--- config.mk ---
export PLATFORM = sky130hd
export DESIGN_NAME = sola_line_addresser
export DESIGN_NICKNAME = d
export VERILOG_FILES = /design/src/sola_pkg.sv /design/src/sola_plane_walker.sv /design/src/sola_line_addresser.sv
export SDC_FILE = /design/constraint.sdc
export NUM_CORES = 2
export LEC_CHECK = 0
export BUFFER_PORTS_ARGS = -buffer_cell sky130_fd_sc_hd__buf_4
export CORE_UTILIZATION = 62
export DETAILED_ROUTE_END_ITERATION = 8
export GPL_ROUTABILITY_DRIVEN = 0
export PLACE_DENSITY = 0.88
export RECOVER_POWER = 100
export SYNTH_ARGS = -nofsm -noshare
export SYNTH_HDL_FRONTEND = slang
export SYNTH_SLANG_ARGS = --single-unit
export TNS_END_PERCENT = 20
--- constraint.sdc ---
create_clock -name aclk -period 9.35 [get_ports aclk]
set_input_delay 0.4675 -clock aclk [delete_from_list [all_inputs] [get_ports aclk]]
set_output_delay 0.4675 -clock aclk [all_outputs]
set_load 0.005 [all_outputs]
--- src/sola_pkg.sv ---
package sola_pkg;

  // ----------------------------------------------------------------
  // widths
  // ----------------------------------------------------------------
  localparam int DATA_W   = 32;
  localparam int HALF_W   = 16;
  localparam int LINE_W   = 13;
  localparam int ADDR_W   = 7;
  localparam int PLANES   = 2;
  localparam int NFIELD   = 7;
  localparam int STRB_W   = DATA_W / 8;

  // ----------------------------------------------------------------
  // address map: addr[6:5] picks a group, addr[4:2] a word in it
  // ----------------------------------------------------------------
  localparam logic [1:0] GRP_COMMON = 2'h0;
  localparam logic [1:0] GRP_LUMA   = 2'h1;
  localparam logic [1:0] GRP_CHROMA = 2'h2;
  localparam int         GRP_LSB    = 5;
  localparam int         FLD_LSB    = 2;

  localparam logic [2:0] C_CTRL        = 3'h0;
  localparam logic [2:0] C_STAT_LUMA   = 3'h1;
  localparam logic [2:0] C_STAT_CHROMA = 3'h2;

  localparam logic [2:0] F_BASE_HI  = 3'h0;
  localparam logic [2:0] F_BASE_LO  = 3'h1;
  localparam logic [2:0] F_START_HI = 3'h2;
  localparam logic [2:0] F_START_LO = 3'h3;
  localparam logic [2:0] F_PITCH    = 3'h4;
  localparam logic [2:0] F_SPTR     = 3'h5;
  localparam logic [2:0] F_ELIM     = 3'h6;

  // ----------------------------------------------------------------
  // field masks and reset values, by field index
  // ----------------------------------------------------------------
  localparam logic [HALF_W-1:0] PITCH_MASK = 16'hffe0;
  localparam logic [HALF_W-1:0] LINE_MASK  = 16'h1fff;
  localparam logic [HALF_W-1:0] FULL_MASK  = 16'hffff;
  localparam logic [HALF_W-1:0] ZERO_HALF  = 16'h0000;
  localparam logic [HALF_W-1:0] ELIM_RESET = 16'h1fff;

  localparam logic [HALF_W-1:0] FIELD_MASK [NFIELD] = '{
    FULL_MASK, FULL_MASK, FULL_MASK, FULL_MASK, PITCH_MASK, LINE_MASK, LINE_MASK};
  localparam logic [HALF_W-1:0] FIELD_RESET [NFIELD] = '{
    ZERO_HALF, ZERO_HALF, ZERO_HALF, ZERO_HALF, ZERO_HALF, ZERO_HALF, ELIM_RESET};

  // ----------------------------------------------------------------
  // control and status bits
  // ----------------------------------------------------------------
  localparam int CTRL_RGB_BIT     = 0;
  localparam int STAT_IDX_LSB     = 0;
  localparam int STAT_MISUSE_BIT  = 16;
  localparam int STAT_RGBALN_BIT  = 17;
  localparam int STAT_WRAP_BIT    = 18;
  localparam logic [1:0] RGB_ALIGN_MASK = 2'h3;

  localparam logic [1:0] RESP_OKAY   = 2'h0;
  localparam logic [1:0] RESP_SLVERR = 2'h2;

  // ----------------------------------------------------------------
  // per-plane configuration as seen by the address walker
  // ----------------------------------------------------------------
  typedef struct packed {
    logic [DATA_W-1:0] start_addr;
    logic [HALF_W-1:0] pitch;
    logic [LINE_W-1:0] start_ptr;
    logic [LINE_W-1:0] end_limit;
    logic              rgb_mode;
  } sola_plane_cfg_t;

endpackage : sola_pkg

--- src/sola_plane_walker.sv ---
`timescale 1ns/1ps

module sola_plane_walker
  import sola_pkg::*;
#(
  parameter logic [HALF_W-1:0] RGB_PITCH = 16'h0800
) (
  input  wire logic                  aclk,
  input  wire logic                  aresetn,
  input  wire sola_plane_cfg_t       cfg,
  input  wire logic                  frame_start,
  input  wire logic                  line_done,
  output logic        [DATA_W-1:0]   line_addr,
  output logic        [LINE_W-1:0]   line_index,
  output logic                       wrap_pulse
);

  // ----------------------------------------------------------------
  // line index and address
  // ----------------------------------------------------------------
  logic [LINE_W-1:0] next_line_index;
  logic [DATA_W-1:0] next_line_addr;
  logic              next_wrap_pulse;
  logic [HALF_W-1:0] eff_pitch;
  logic [DATA_W-1:0] offset;

  always_comb begin
    next_line_index = line_index;
    next_wrap_pulse = 1'b0;
    if (frame_start) begin
      next_line_index = cfg.start_ptr;
    end else if (line_done) begin
      if (line_index >= cfg.end_limit) begin
        next_line_index = '0;
        next_wrap_pulse = 1'b1;
      end else begin
        next_line_index = LINE_W'(line_index + 1'b1);
      end
    end
    // rgb lines have a fixed size, so the programmed pitch has no say
    if (cfg.rgb_mode) begin
      eff_pitch = RGB_PITCH;
    end else begin
      eff_pitch = cfg.pitch & PITCH_MASK;
    end
    offset = DATA_W'(next_line_index) * DATA_W'(eff_pitch);
    next_line_addr = DATA_W'(cfg.start_addr + offset);
  end

  always_ff @(posedge aclk) begin
    if (!aresetn) begin
      line_index <= '0;
      line_addr  <= '0;
      wrap_pulse <= 1'b0;
    end else begin
      line_index <= next_line_index;
      line_addr  <= next_line_addr;
      wrap_pulse <= next_wrap_pulse;
    end
  end

endmodule : sola_plane_walker

--- src/sola_line_addresser.sv ---
`timescale 1ns/1ps

// Summary of operation
// - line address is start address plus line index times byte pitch
// - in rgb output mode the programmed pitch is ignored
// - low five pitch bits are held zero, pitch is a 32-byte multiple
// - a 13-bit start line pointer gives the first line position
// - a 13-bit end line limit, reset to all ones
// - past the end limit, addressing returns to the start address
// - a 16-bit field holds the upper half of the chroma base address
// - start address is built from upper and lower 16-bit halves
// - base address from two halves, compared against the start address
module sola_line_addresser
  import sola_pkg::*;
#(
  parameter logic [HALF_W-1:0] RGB_PITCH = 16'h0800
) (
  input  wire logic                aclk,
  input  wire logic                aresetn,
  input  wire logic [ADDR_W-1:0]   s_axi_awaddr,
  input  wire logic                s_axi_awvalid,
  output logic                     s_axi_awready,
  input  wire logic [DATA_W-1:0]   s_axi_wdata,
  input  wire logic [STRB_W-1:0]   s_axi_wstrb,
  input  wire logic                s_axi_wvalid,
  output logic                     s_axi_wready,
  output logic      [1:0]          s_axi_bresp,
  output logic                     s_axi_bvalid,
  input  wire logic                s_axi_bready,
  input  wire logic [ADDR_W-1:0]   s_axi_araddr,
  input  wire logic                s_axi_arvalid,
  output logic                     s_axi_arready,
  output logic      [DATA_W-1:0]   s_axi_rdata,
  output logic      [1:0]          s_axi_rresp,
  output logic                     s_axi_rvalid,
  input  wire logic                s_axi_rready,
  input  wire logic                frame_start,
  input  wire logic                line_done,
  output logic      [DATA_W-1:0]   luma_line_addr,
  output logic      [DATA_W-1:0]   chroma_line_addr,
  output logic      [LINE_W-1:0]   luma_line_index,
  output logic      [LINE_W-1:0]   chroma_line_index
);

  // ----------------------------------------------------------------
  // register storage
  // ----------------------------------------------------------------
  logic [HALF_W-1:0] plane_reg      [PLANES][NFIELD];
  logic [HALF_W-1:0] next_plane_reg [PLANES][NFIELD];
  logic              rgb_mode;
  logic              next_rgb_mode;
  logic [PLANES-1:0] wrapped;
  logic [PLANES-1:0] next_wrapped;

  // ----------------------------------------------------------------
  // bus state
  // ----------------------------------------------------------------
  logic              aw_held;
  logic              next_aw_held;
  logic [ADDR_W-1:0] aw_addr;
  logic [ADDR_W-1:0] next_aw_addr;
  logic              w_held;
  logic              next_w_held;
  logic [DATA_W-1:0] w_data;
  logic [DATA_W-1:0] next_w_data;
  logic [STRB_W-1:0] w_strb;
  logic [STRB_W-1:0] next_w_strb;
  logic              next_awready;
  logic              next_wready;
  logic              next_bvalid;
  logic [1:0]        next_bresp;
  logic              next_arready;
  logic              next_rvalid;
  logic [DATA_W-1:0] next_rdata;
  logic [1:0]        next_rresp;

  // ----------------------------------------------------------------
  // walker side
  // ----------------------------------------------------------------
  sola_plane_cfg_t   cfg        [PLANES];
  logic [DATA_W-1:0] walk_addr  [PLANES];
  logic [LINE_W-1:0] walk_index [PLANES];
  logic [PLANES-1:0] wrap_pulse;
  logic [PLANES-1:0] misuse;
  logic [PLANES-1:0] rgb_misalign;

  genvar gp;
  generate
    for (gp = 0; gp < PLANES; gp++) begin : g_plane
      logic [DATA_W-1:0] base_addr;

      // both halves join into full addresses
      assign cfg[gp].start_addr = {plane_reg[gp][F_START_HI],
                                   plane_reg[gp][F_START_LO]};
      assign base_addr          = {plane_reg[gp][F_BASE_HI],
                                   plane_reg[gp][F_BASE_LO]};
      assign cfg[gp].pitch      = plane_reg[gp][F_PITCH];
      assign cfg[gp].start_ptr  = plane_reg[gp][F_SPTR][LINE_W-1:0];
      assign cfg[gp].end_limit  = plane_reg[gp][F_ELIM][LINE_W-1:0];
      assign cfg[gp].rgb_mode   = rgb_mode;

      // flags software slips: start address equal to base with a nonzero start pointer, and rgb pointer misalignment
      assign misuse[gp] = (cfg[gp].start_addr == base_addr) &&
                          (cfg[gp].start_ptr != '0);
      assign rgb_misalign[gp] = rgb_mode &&
        (((cfg[gp].start_ptr[1:0] | cfg[gp].end_limit[1:0]) & RGB_ALIGN_MASK) != 2'h0);

      sola_plane_walker #(
        .RGB_PITCH   (RGB_PITCH)
      ) u_walker (
        .aclk        (aclk),
        .aresetn     (aresetn),
        .cfg         (cfg[gp]),
        .frame_start (frame_start),
        .line_done   (line_done),
        .line_addr   (walk_addr[gp]),
        .line_index  (walk_index[gp]),
        .wrap_pulse  (wrap_pulse[gp])
      );
    end
  endgenerate

  assign luma_line_addr    = walk_addr[0];
  assign chroma_line_addr  = walk_addr[1];
  assign luma_line_index   = walk_index[0];
  assign chroma_line_index = walk_index[1];

  // ----------------------------------------------------------------
  // read data mux
  // ----------------------------------------------------------------
  function automatic logic [DATA_W-1:0] status_word(input int p);
    logic [DATA_W-1:0] s;
    s = '0;
    s[STAT_IDX_LSB +: LINE_W] = walk_index[p];
    s[STAT_MISUSE_BIT]        = misuse[p];
    s[STAT_RGBALN_BIT]        = rgb_misalign[p];
    s[STAT_WRAP_BIT]          = wrapped[p];
    return s;
  endfunction : status_word

  function automatic logic addr_ok(input logic [ADDR_W-1:0] a);
    logic [1:0] g;
    logic [2:0] f;
    g = a[GRP_LSB +: 2];
    f = a[FLD_LSB +: 3];
    if (g == GRP_COMMON) begin
      return f <= C_STAT_CHROMA;
    end else if (g == GRP_LUMA || g == GRP_CHROMA) begin
      return f <= F_ELIM;
    end else begin
      return 1'b0;
    end
  endfunction : addr_ok

  function automatic logic [DATA_W-1:0] read_word(input logic [ADDR_W-1:0] a);
    logic [1:0]        g;
    logic [2:0]        f;
    logic [DATA_W-1:0] d;
    g = a[GRP_LSB +: 2];
    f = a[FLD_LSB +: 3];
    d = '0;
    if (addr_ok(a)) begin
      if (g == GRP_COMMON) begin
        case (f)
          C_CTRL:      d[CTRL_RGB_BIT] = rgb_mode;
          C_STAT_LUMA: d = status_word(0);
          default:     d = status_word(1);
        endcase
      end else begin
        // upper half stays zero, reserved bits read as zero
        d[HALF_W-1:0] = plane_reg[g == GRP_CHROMA][f];
      end
    end
    return d;
  endfunction : read_word

  // ----------------------------------------------------------------
  // bus and register next state
  // ----------------------------------------------------------------
  always_comb begin
    logic [1:0]        g;
    logic [2:0]        f;
    logic [HALF_W-1:0] merged;
    logic              do_write;
    g        = aw_addr[GRP_LSB +: 2];
    f        = aw_addr[FLD_LSB +: 3];
    merged   = '0;
    do_write = aw_held && w_held && !s_axi_bvalid;

    next_plane_reg = plane_reg;
    next_rgb_mode  = rgb_mode;
    next_wrapped   = wrapped;
    next_aw_held   = aw_held;
    next_aw_addr   = aw_addr;
    next_w_held    = w_held;
    next_w_data    = w_data;
    next_w_strb    = w_strb;
    next_bvalid    = s_axi_bvalid;
    next_bresp     = s_axi_bresp;
    next_rvalid    = s_axi_rvalid;
    next_rdata     = s_axi_rdata;
    next_rresp     = s_axi_rresp;

    if (s_axi_awvalid && s_axi_awready) begin
      next_aw_held = 1'b1;
      next_aw_addr = s_axi_awaddr;
    end
    if (s_axi_wvalid && s_axi_wready) begin
      next_w_held = 1'b1;
      next_w_data = s_axi_wdata;
      next_w_strb = s_axi_wstrb;
    end

    if (do_write) begin
      next_aw_held = 1'b0;
      next_w_held  = 1'b0;
      next_bvalid  = 1'b1;
      next_bresp   = addr_ok(aw_addr) ? RESP_OKAY : RESP_SLVERR;
      if (addr_ok(aw_addr)) begin
        if (g == GRP_COMMON) begin
          if (f == C_CTRL && w_strb[0]) begin
            next_rgb_mode = w_data[CTRL_RGB_BIT];
          end else if (f == C_STAT_LUMA && w_strb[2]) begin
            next_wrapped[0] = wrapped[0] & ~w_data[STAT_WRAP_BIT];
          end else if (f == C_STAT_CHROMA && w_strb[2]) begin
            next_wrapped[1] = wrapped[1] & ~w_data[STAT_WRAP_BIT];
          end
        end else begin
          merged = plane_reg[g == GRP_CHROMA][f];
          if (w_strb[0]) begin
            merged[7:0] = w_data[7:0];
          end
          if (w_strb[1]) begin
            merged[15:8] = w_data[15:8];
          end
          // pitch keeps its low bits at zero, line fields keep 13 bits
          next_plane_reg[g == GRP_CHROMA][f] = merged & FIELD_MASK[f];
        end
      end
    end
    // a wrap in the clearing cycle still sets the flag
    next_wrapped = next_wrapped | wrap_pulse;

    if (s_axi_bvalid && s_axi_bready) begin
      next_bvalid = 1'b0;
    end

    if (s_axi_arvalid && s_axi_arready) begin
      next_rvalid = 1'b1;
      next_rdata  = read_word(s_axi_araddr);
      next_rresp  = addr_ok(s_axi_araddr) ? RESP_OKAY : RESP_SLVERR;
    end else if (s_axi_rvalid && s_axi_rready) begin
      next_rvalid = 1'b0;
    end

    next_awready = !next_aw_held;
    next_wready  = !next_w_held;
    next_arready = !next_rvalid;
  end

  // ----------------------------------------------------------------
  // registers
  // ----------------------------------------------------------------
  always_ff @(posedge aclk) begin
    if (!aresetn) begin
      for (int p = 0; p < PLANES; p++) begin
        for (int i = 0; i < NFIELD; i++) begin
          plane_reg[p][i] <= FIELD_RESET[i];
        end
      end
      rgb_mode      <= 1'b0;
      wrapped       <= '0;
      aw_held       <= 1'b0;
      aw_addr       <= '0;
      w_held        <= 1'b0;
      w_data        <= '0;
      w_strb        <= '0;
      s_axi_awready <= 1'b0;
      s_axi_wready  <= 1'b0;
      s_axi_bvalid  <= 1'b0;
      s_axi_bresp   <= RESP_OKAY;
      s_axi_arready <= 1'b0;
      s_axi_rvalid  <= 1'b0;
      s_axi_rdata   <= '0;
      s_axi_rresp   <= RESP_OKAY;
    end else begin
      plane_reg     <= next_plane_reg;
      rgb_mode      <= next_rgb_mode;
      wrapped       <= next_wrapped;
      aw_held       <= next_aw_held;
      aw_addr       <= next_aw_addr;
      w_held        <= next_w_held;
      w_data        <= next_w_data;
      w_strb        <= next_w_strb;
      s_axi_awready <= next_awready;
      s_axi_wready  <= next_wready;
      s_axi_bvalid  <= next_bvalid;
      s_axi_bresp   <= next_bresp;
      s_axi_arready <= next_arready;
      s_axi_rvalid  <= next_rvalid;
      s_axi_rdata   <= next_rdata;
      s_axi_rresp   <= next_rresp;
    end
  end

endmodule : sola_line_addresser

## Word-level counts from Yosys, hierarchy flattened

Memories as Yosys holds them, arrays and structs flattened.
Index checks and enable logic that the tools add are counted.

- Register bits: 391
- Memory bits (read-only): 128
- Input bits: 59
- Output and inout bits: 131
- Logic and storage cells: 174
- Memories: 1

- $add $sub $neg: 4
- $mul: 2
- Order comparisons: 12
- Equal/unequal tests: 9
- Mux-type cells: 63
- Bitwise gates (word level): 14
- Reduce and logical (&&, ||, !) cells: 34

Memory list:

| name | depth | bits a word | read ports | clocked after memory_dff | write ports | RTL line | RTL |
|---|---|---|---|---|---|---|---|
| (no name shown) | 8 | 16 | 1 | 0 | 0 | sola_line_addresser.sv:237 | `next_plane_reg[g == GRP_CHROMA][f] = merged & FIELD_MASK[f];` |

Operator list:

| kind | number |
|---|---|
| $mux 112 | 7 |
| $bwmux 224 | 1 |
| $mux 16 | 11 |
| $demux 112 s1 | 1 |
| $bmux 16 s3 | 2 |
| $mux 13 | 6 |
| $add 32x29->32 | 2 |
| $eq 32x32->1 | 2 |
| $mux 8 | 8 |
| $mul 13x16->29 | 2 |
| $demux 16 s3 | 1 |
| $pmux 18 s2 | 1 |
| $mux 32 | 1 |
| $add 13x1->13 const B | 2 |
| $ge 13x13->1 | 2 |
| $reduce_bool 13->1 | 2 |
| $mux 1 | 17 |
| $and 16x16->16 | 1 |
| $logic_and 1x1->1 | 16 |
| $mux 2 | 6 |
| $ge 4x4->1 const B | 2 |
| $not 3->4 | 2 |
| $eq 3x1->1 const B | 2 |
| $le 3x2->1 const B | 2 |
| 21 further kinds | 39 |

## Longest topological paths before layout

- Word-level depth: 14
- Mapped depth: 32
- Mapped depth without buffers: 29

## Cells and area by module

A second synthesis with hierarchy kept.

- Cells, all modules: 3685
- Area total of the unflattened synthesis: 32019.5 µm²

Modules (own cells, without submodules):

| module | instances | cells each | area each (µm²) | sequential area each (µm²) |
|---|---|---|---|---|
| sola_line_addresser | 1 | 1646 | 14910.6 | 5605.4 |
| sola_plane_walker at g_plane[1].u_walker | 1 | 1039 | 8730.9 | 920.9 |
| sola_plane_walker at g_plane[0].u_walker | 1 | 1000 | 8378.0 | 920.9 |

## Least setup slack after synthesis

No wires, ideal clock.

- Path type: reg-to-reg
- From: register g_plane[1].u_walker.line_index[7]
- To: register g_plane[1].u_walker.line_addr[24]
- Library setup time: 72 ps
- Arrival time: 7030 ps
- Required time: 9278 ps
- Path slack: 2248 ps
- Stages on the path, launching flop included: 25
- Buffers on the path: 2
- Period minus slack after synthesis: 7102 ps
- Path through: dfxtp_1 -> ha_1 -> a21o_1 -> a2111oi_2 -> nor2_1 -> a211o_1 -> buf_2 -> a221oi_2 -> buf_4 -> nand2_1 -> fa_1 -> fa_1 -> inv_1 -> fa_1 -> fa_1 -> fa_1 -> fa_1 -> ha_1 -> a21o_1 -> a21o_1 -> a221o_1 -> a41o_1 -> a31o_2 -> a21oi_1 -> mux2i_1

- Word-level cells in the longest chain between the ends: 6
- Elaborated cells between the ends (all ways): 7
- Classes of those cells: add/sub (2); mul (1); order compare (1); mux (3)

RTL lines:

| element | RTL line | RTL |
|---|---|---|
| start, declared | sola_plane_walker.sv:14 | `output logic [LINE_W-1:0] line_index,` |
| start signal, assigned | sola_plane_walker.sv:56 | `line_index <= next_line_index;` |
| $add 13x1->13 or $ge 13x13->1 (tied branches) | sola_plane_walker.sv:37, sola_plane_walker.sv:33 |  |
| $mux 13 | sola_plane_walker.sv:33 | `if (line_index >= cfg.end_limit) begin` |
| $mux 13 * | sola_plane_walker.sv:32 | `end else if (line_done) begin` |
| $mux 13 * | sola_plane_walker.sv:30 | `if (frame_start) begin` |
| $mul 13x16->29 * | sola_plane_walker.sv:46 | `offset = DATA_W'(next_line_index) * DATA_W'(eff_pitch);` |
| $add 32x29->32 * | sola_plane_walker.sv:47 | `next_line_addr = DATA_W'(cfg.start_addr + offset);` |
| end signal, assigned | sola_plane_walker.sv:57 | `line_addr <= next_line_addr;` |
| end, declared | sola_plane_walker.sv:13 | `output logic [DATA_W-1:0] line_addr,` |

Mark *: on every way between the ends. The rest lies on a longest branch, timed or not.
A chain may end at the register's enable or synchronous reset.

==> run summary <==
Final Core Density: 68.6%
most used cell, CP: clkbuf_2
Initial DRC Count: 3,796
DR DRC count: 1
vias in the first global route: 26,520
DP Wirelength: 72,300 um
Top FF cell, synth: dfxtp_1
area delta synth->final: 8.98%
grt total ovfl: 0
gr usage total: 41.0%
slowest stage delay, CP: 3.54 ns
maximum fanout along the worst path: 83
Starting Density: 62.9%
worst min path class: in2reg
Mapped Avg Cell Area: 8.81 um2
FP Rows: 80
Setup WS pre-CTS: 1.26 ns
Post-synth EDFFs: 0
part of the cycle the worst path needs: 91.4%
remaining antenna violation count: 0
TNS Setup: 0 ns
first-pass GRT wire length: 154,000 um
Worst-path clk slew: 0.06 ns
initial antenna violation count: 13
Slew headroom: -167%
Async SR Flop Fraction: 0%
post-synthesis sequential area ratio: 24.7%
RSZ-0062 raised after global routing: false
Clock Sinks: 372
filler cell count: 3,461
commonest non-fill, non-tap cell in the layout: inv_1
Tmin final: 8.54 ns
most frequent cells in the layout: inv_1 (424), nor2_1 (376), dfxtp_1 (370)
final instance area: 32,800 um2
Detailed Routing Iterations Pass 1: 9
largest net degree at the start of global routing: 88
Least-Margin Pin Slew: 4.01 ns
cts bufs inserted: 41
worst path required time: 9.86 ns
postcts setup bufs: 0
Fin. Hold Viols: 0
max reg flops: 148
dpl cell area: 31,400 um2
power per cell area: 113 nW/um2
Root Driver: clkbuf_16
Hold-fix buffers, CTS: 0
R2R Setup Slk: 0.81 ns
Arrival @ worst endpoint: 9.06 ns
MaxCap Viol Count: 8
die height: 222 um
worst vdd ir: 0.153 mV
Die Footprint: 49,500 um2
crit start category: primary input
Final Max Slew Viols: 431
Ports: 190
Die Width: 222 um
post-synth cell types: 84
critical path, cell by cell: clkbuf_1, clkinvlp_2, clkbuf_2, a21oi_1, clkbuf_2, nand2_1, o21ai_0
DR vias/cell: 6.67
CTS tree: built
Worst Path Class, Setup: in2reg
routed vias: 27,450
Final setup viols: 0
clock latency at the later pin of the worst-skew pair: 0.59 ns
Leak: 0.0145 uW
clk_skew: 0.0204 ns
core area: 47,800 um2
failing checks: DRC, capacitance limit, slew limit
Port-buffer cells: 154
Routed WL: 102,000 um
outcome: complete, but fails checks
synthesized area: 30,100 um2
Syn Inst Count: 3,418
worst setup margin: 0.808 ns
fmax: 117 MHz
synthesized flop and latch total: 372
post-CTS sizing: 0
WL/cell: 24.7 um
H-tree depth: 2
CP Capture Type: flop
layout cell share with drive strength beyond 1: 10.9%
Max Root-Sink Buffers: 3
synth warn: 0
nets@finish: 3,960
worst-path cell with the longest stage delay: clkinvlp_2
-- power breakdown --
part	internal, uW	leakage, uW	switching [uW]
Combinational	72.3	0.0108	187
Clock	1120	0.000738	725
Sequential	1600	0.00300	19.6
-- Yosys cell counts (37+ instances only) --
master	n	area, um2
buf_2	61	305
inv_1	423	1590
mux4_2	81	1820
xor2_1	39	342
and3_1	41	257
nand2_1	362	1360
nand3_1	57	285
a211oi_1	103	773
xnor2_1	79	692
clkbuf_1	105	394
nand4_1	37	231
a21oi_1	136	681
ha_1	198	2480
and2_1	54	338
mux2i_1	73	731
dfxtp_1	372	7450
nand2b_1	39	244
o21ai_0	110	551
nor2_1	374	1400
fa_1	242	4840
-- per-stage QoR --
step / instances / power (uW) / hold WS [ns]
detailed placement: 4032 / 1890 / 0.441
CTS: 4107 / 3680 / 0.127
global placement: 4032 / 1880 / 0.422
floorplan: 3432 / 1800 / 0.411
finish: 4114 / 3720 / 0.142
global route: 4108 / 3770 / 0.140
-- kinds of logic after synthesis --
group / after synthesis / share of synthesized area [%]
other: 1 / 0.0125
adder cells (fa/ha/maj): 440 / 24.3
AND/OR/NAND/NOR: 1076 / 16.2
XOR/XNOR: 118 / 3.43
multiplexers: 172 / 9.16
buffers and inverters: 634 / 8.63
flip-flops: 372 / 24.7
AO/OA/AOI/OAI: 605 / 13.5
-- metal layers --
layer  vias to the layer above  track usage (%)  share of wire [%]
li1                      11582                -                  -
met4                        12             35.1                 11
met3                       737             16.9                 15
met1                     12849             46.2                 32
met5                         -                0              0.086
met2                      2270             60.4                 42
-- cell type report --
type,instances,area [um2],share of cell area [%]
Sequential cell,372,7450,22.7
Inverter,425,1600,4.87
Tap cell,615,769,2.34
Antenna cell,6,15.0,0.0458
Timing Repair Buffer,195,1370,4.17
Clock inverter,21,340,1.04
Clock buffer,54,1180,3.59
Multi-Input combinational cell,2426,20100,61.2
-- path summary, 6_finish.rpt --
kind / startpoint / to / depth (start not counted)
setup / recovery: aresetn / s_axi_rdata[16] / 7
hold / removal: s_axi_wdata[7] / w_data[7] / 3
setup reg to reg: cfg[76] / g_plane[0].u_walker.line_addr[31] / 24
hold reg to reg: g_plane[0].u_walker.wrap_pulse / wrapped[0] / 2
-- worst max-delay path, delay by kind of cell --
kind            cells  cell delay [ns]
buf+inv             4             7.95
compound gates      2             0.45
simple gates        1             0.09
Power figures use the tool's default switching activity.
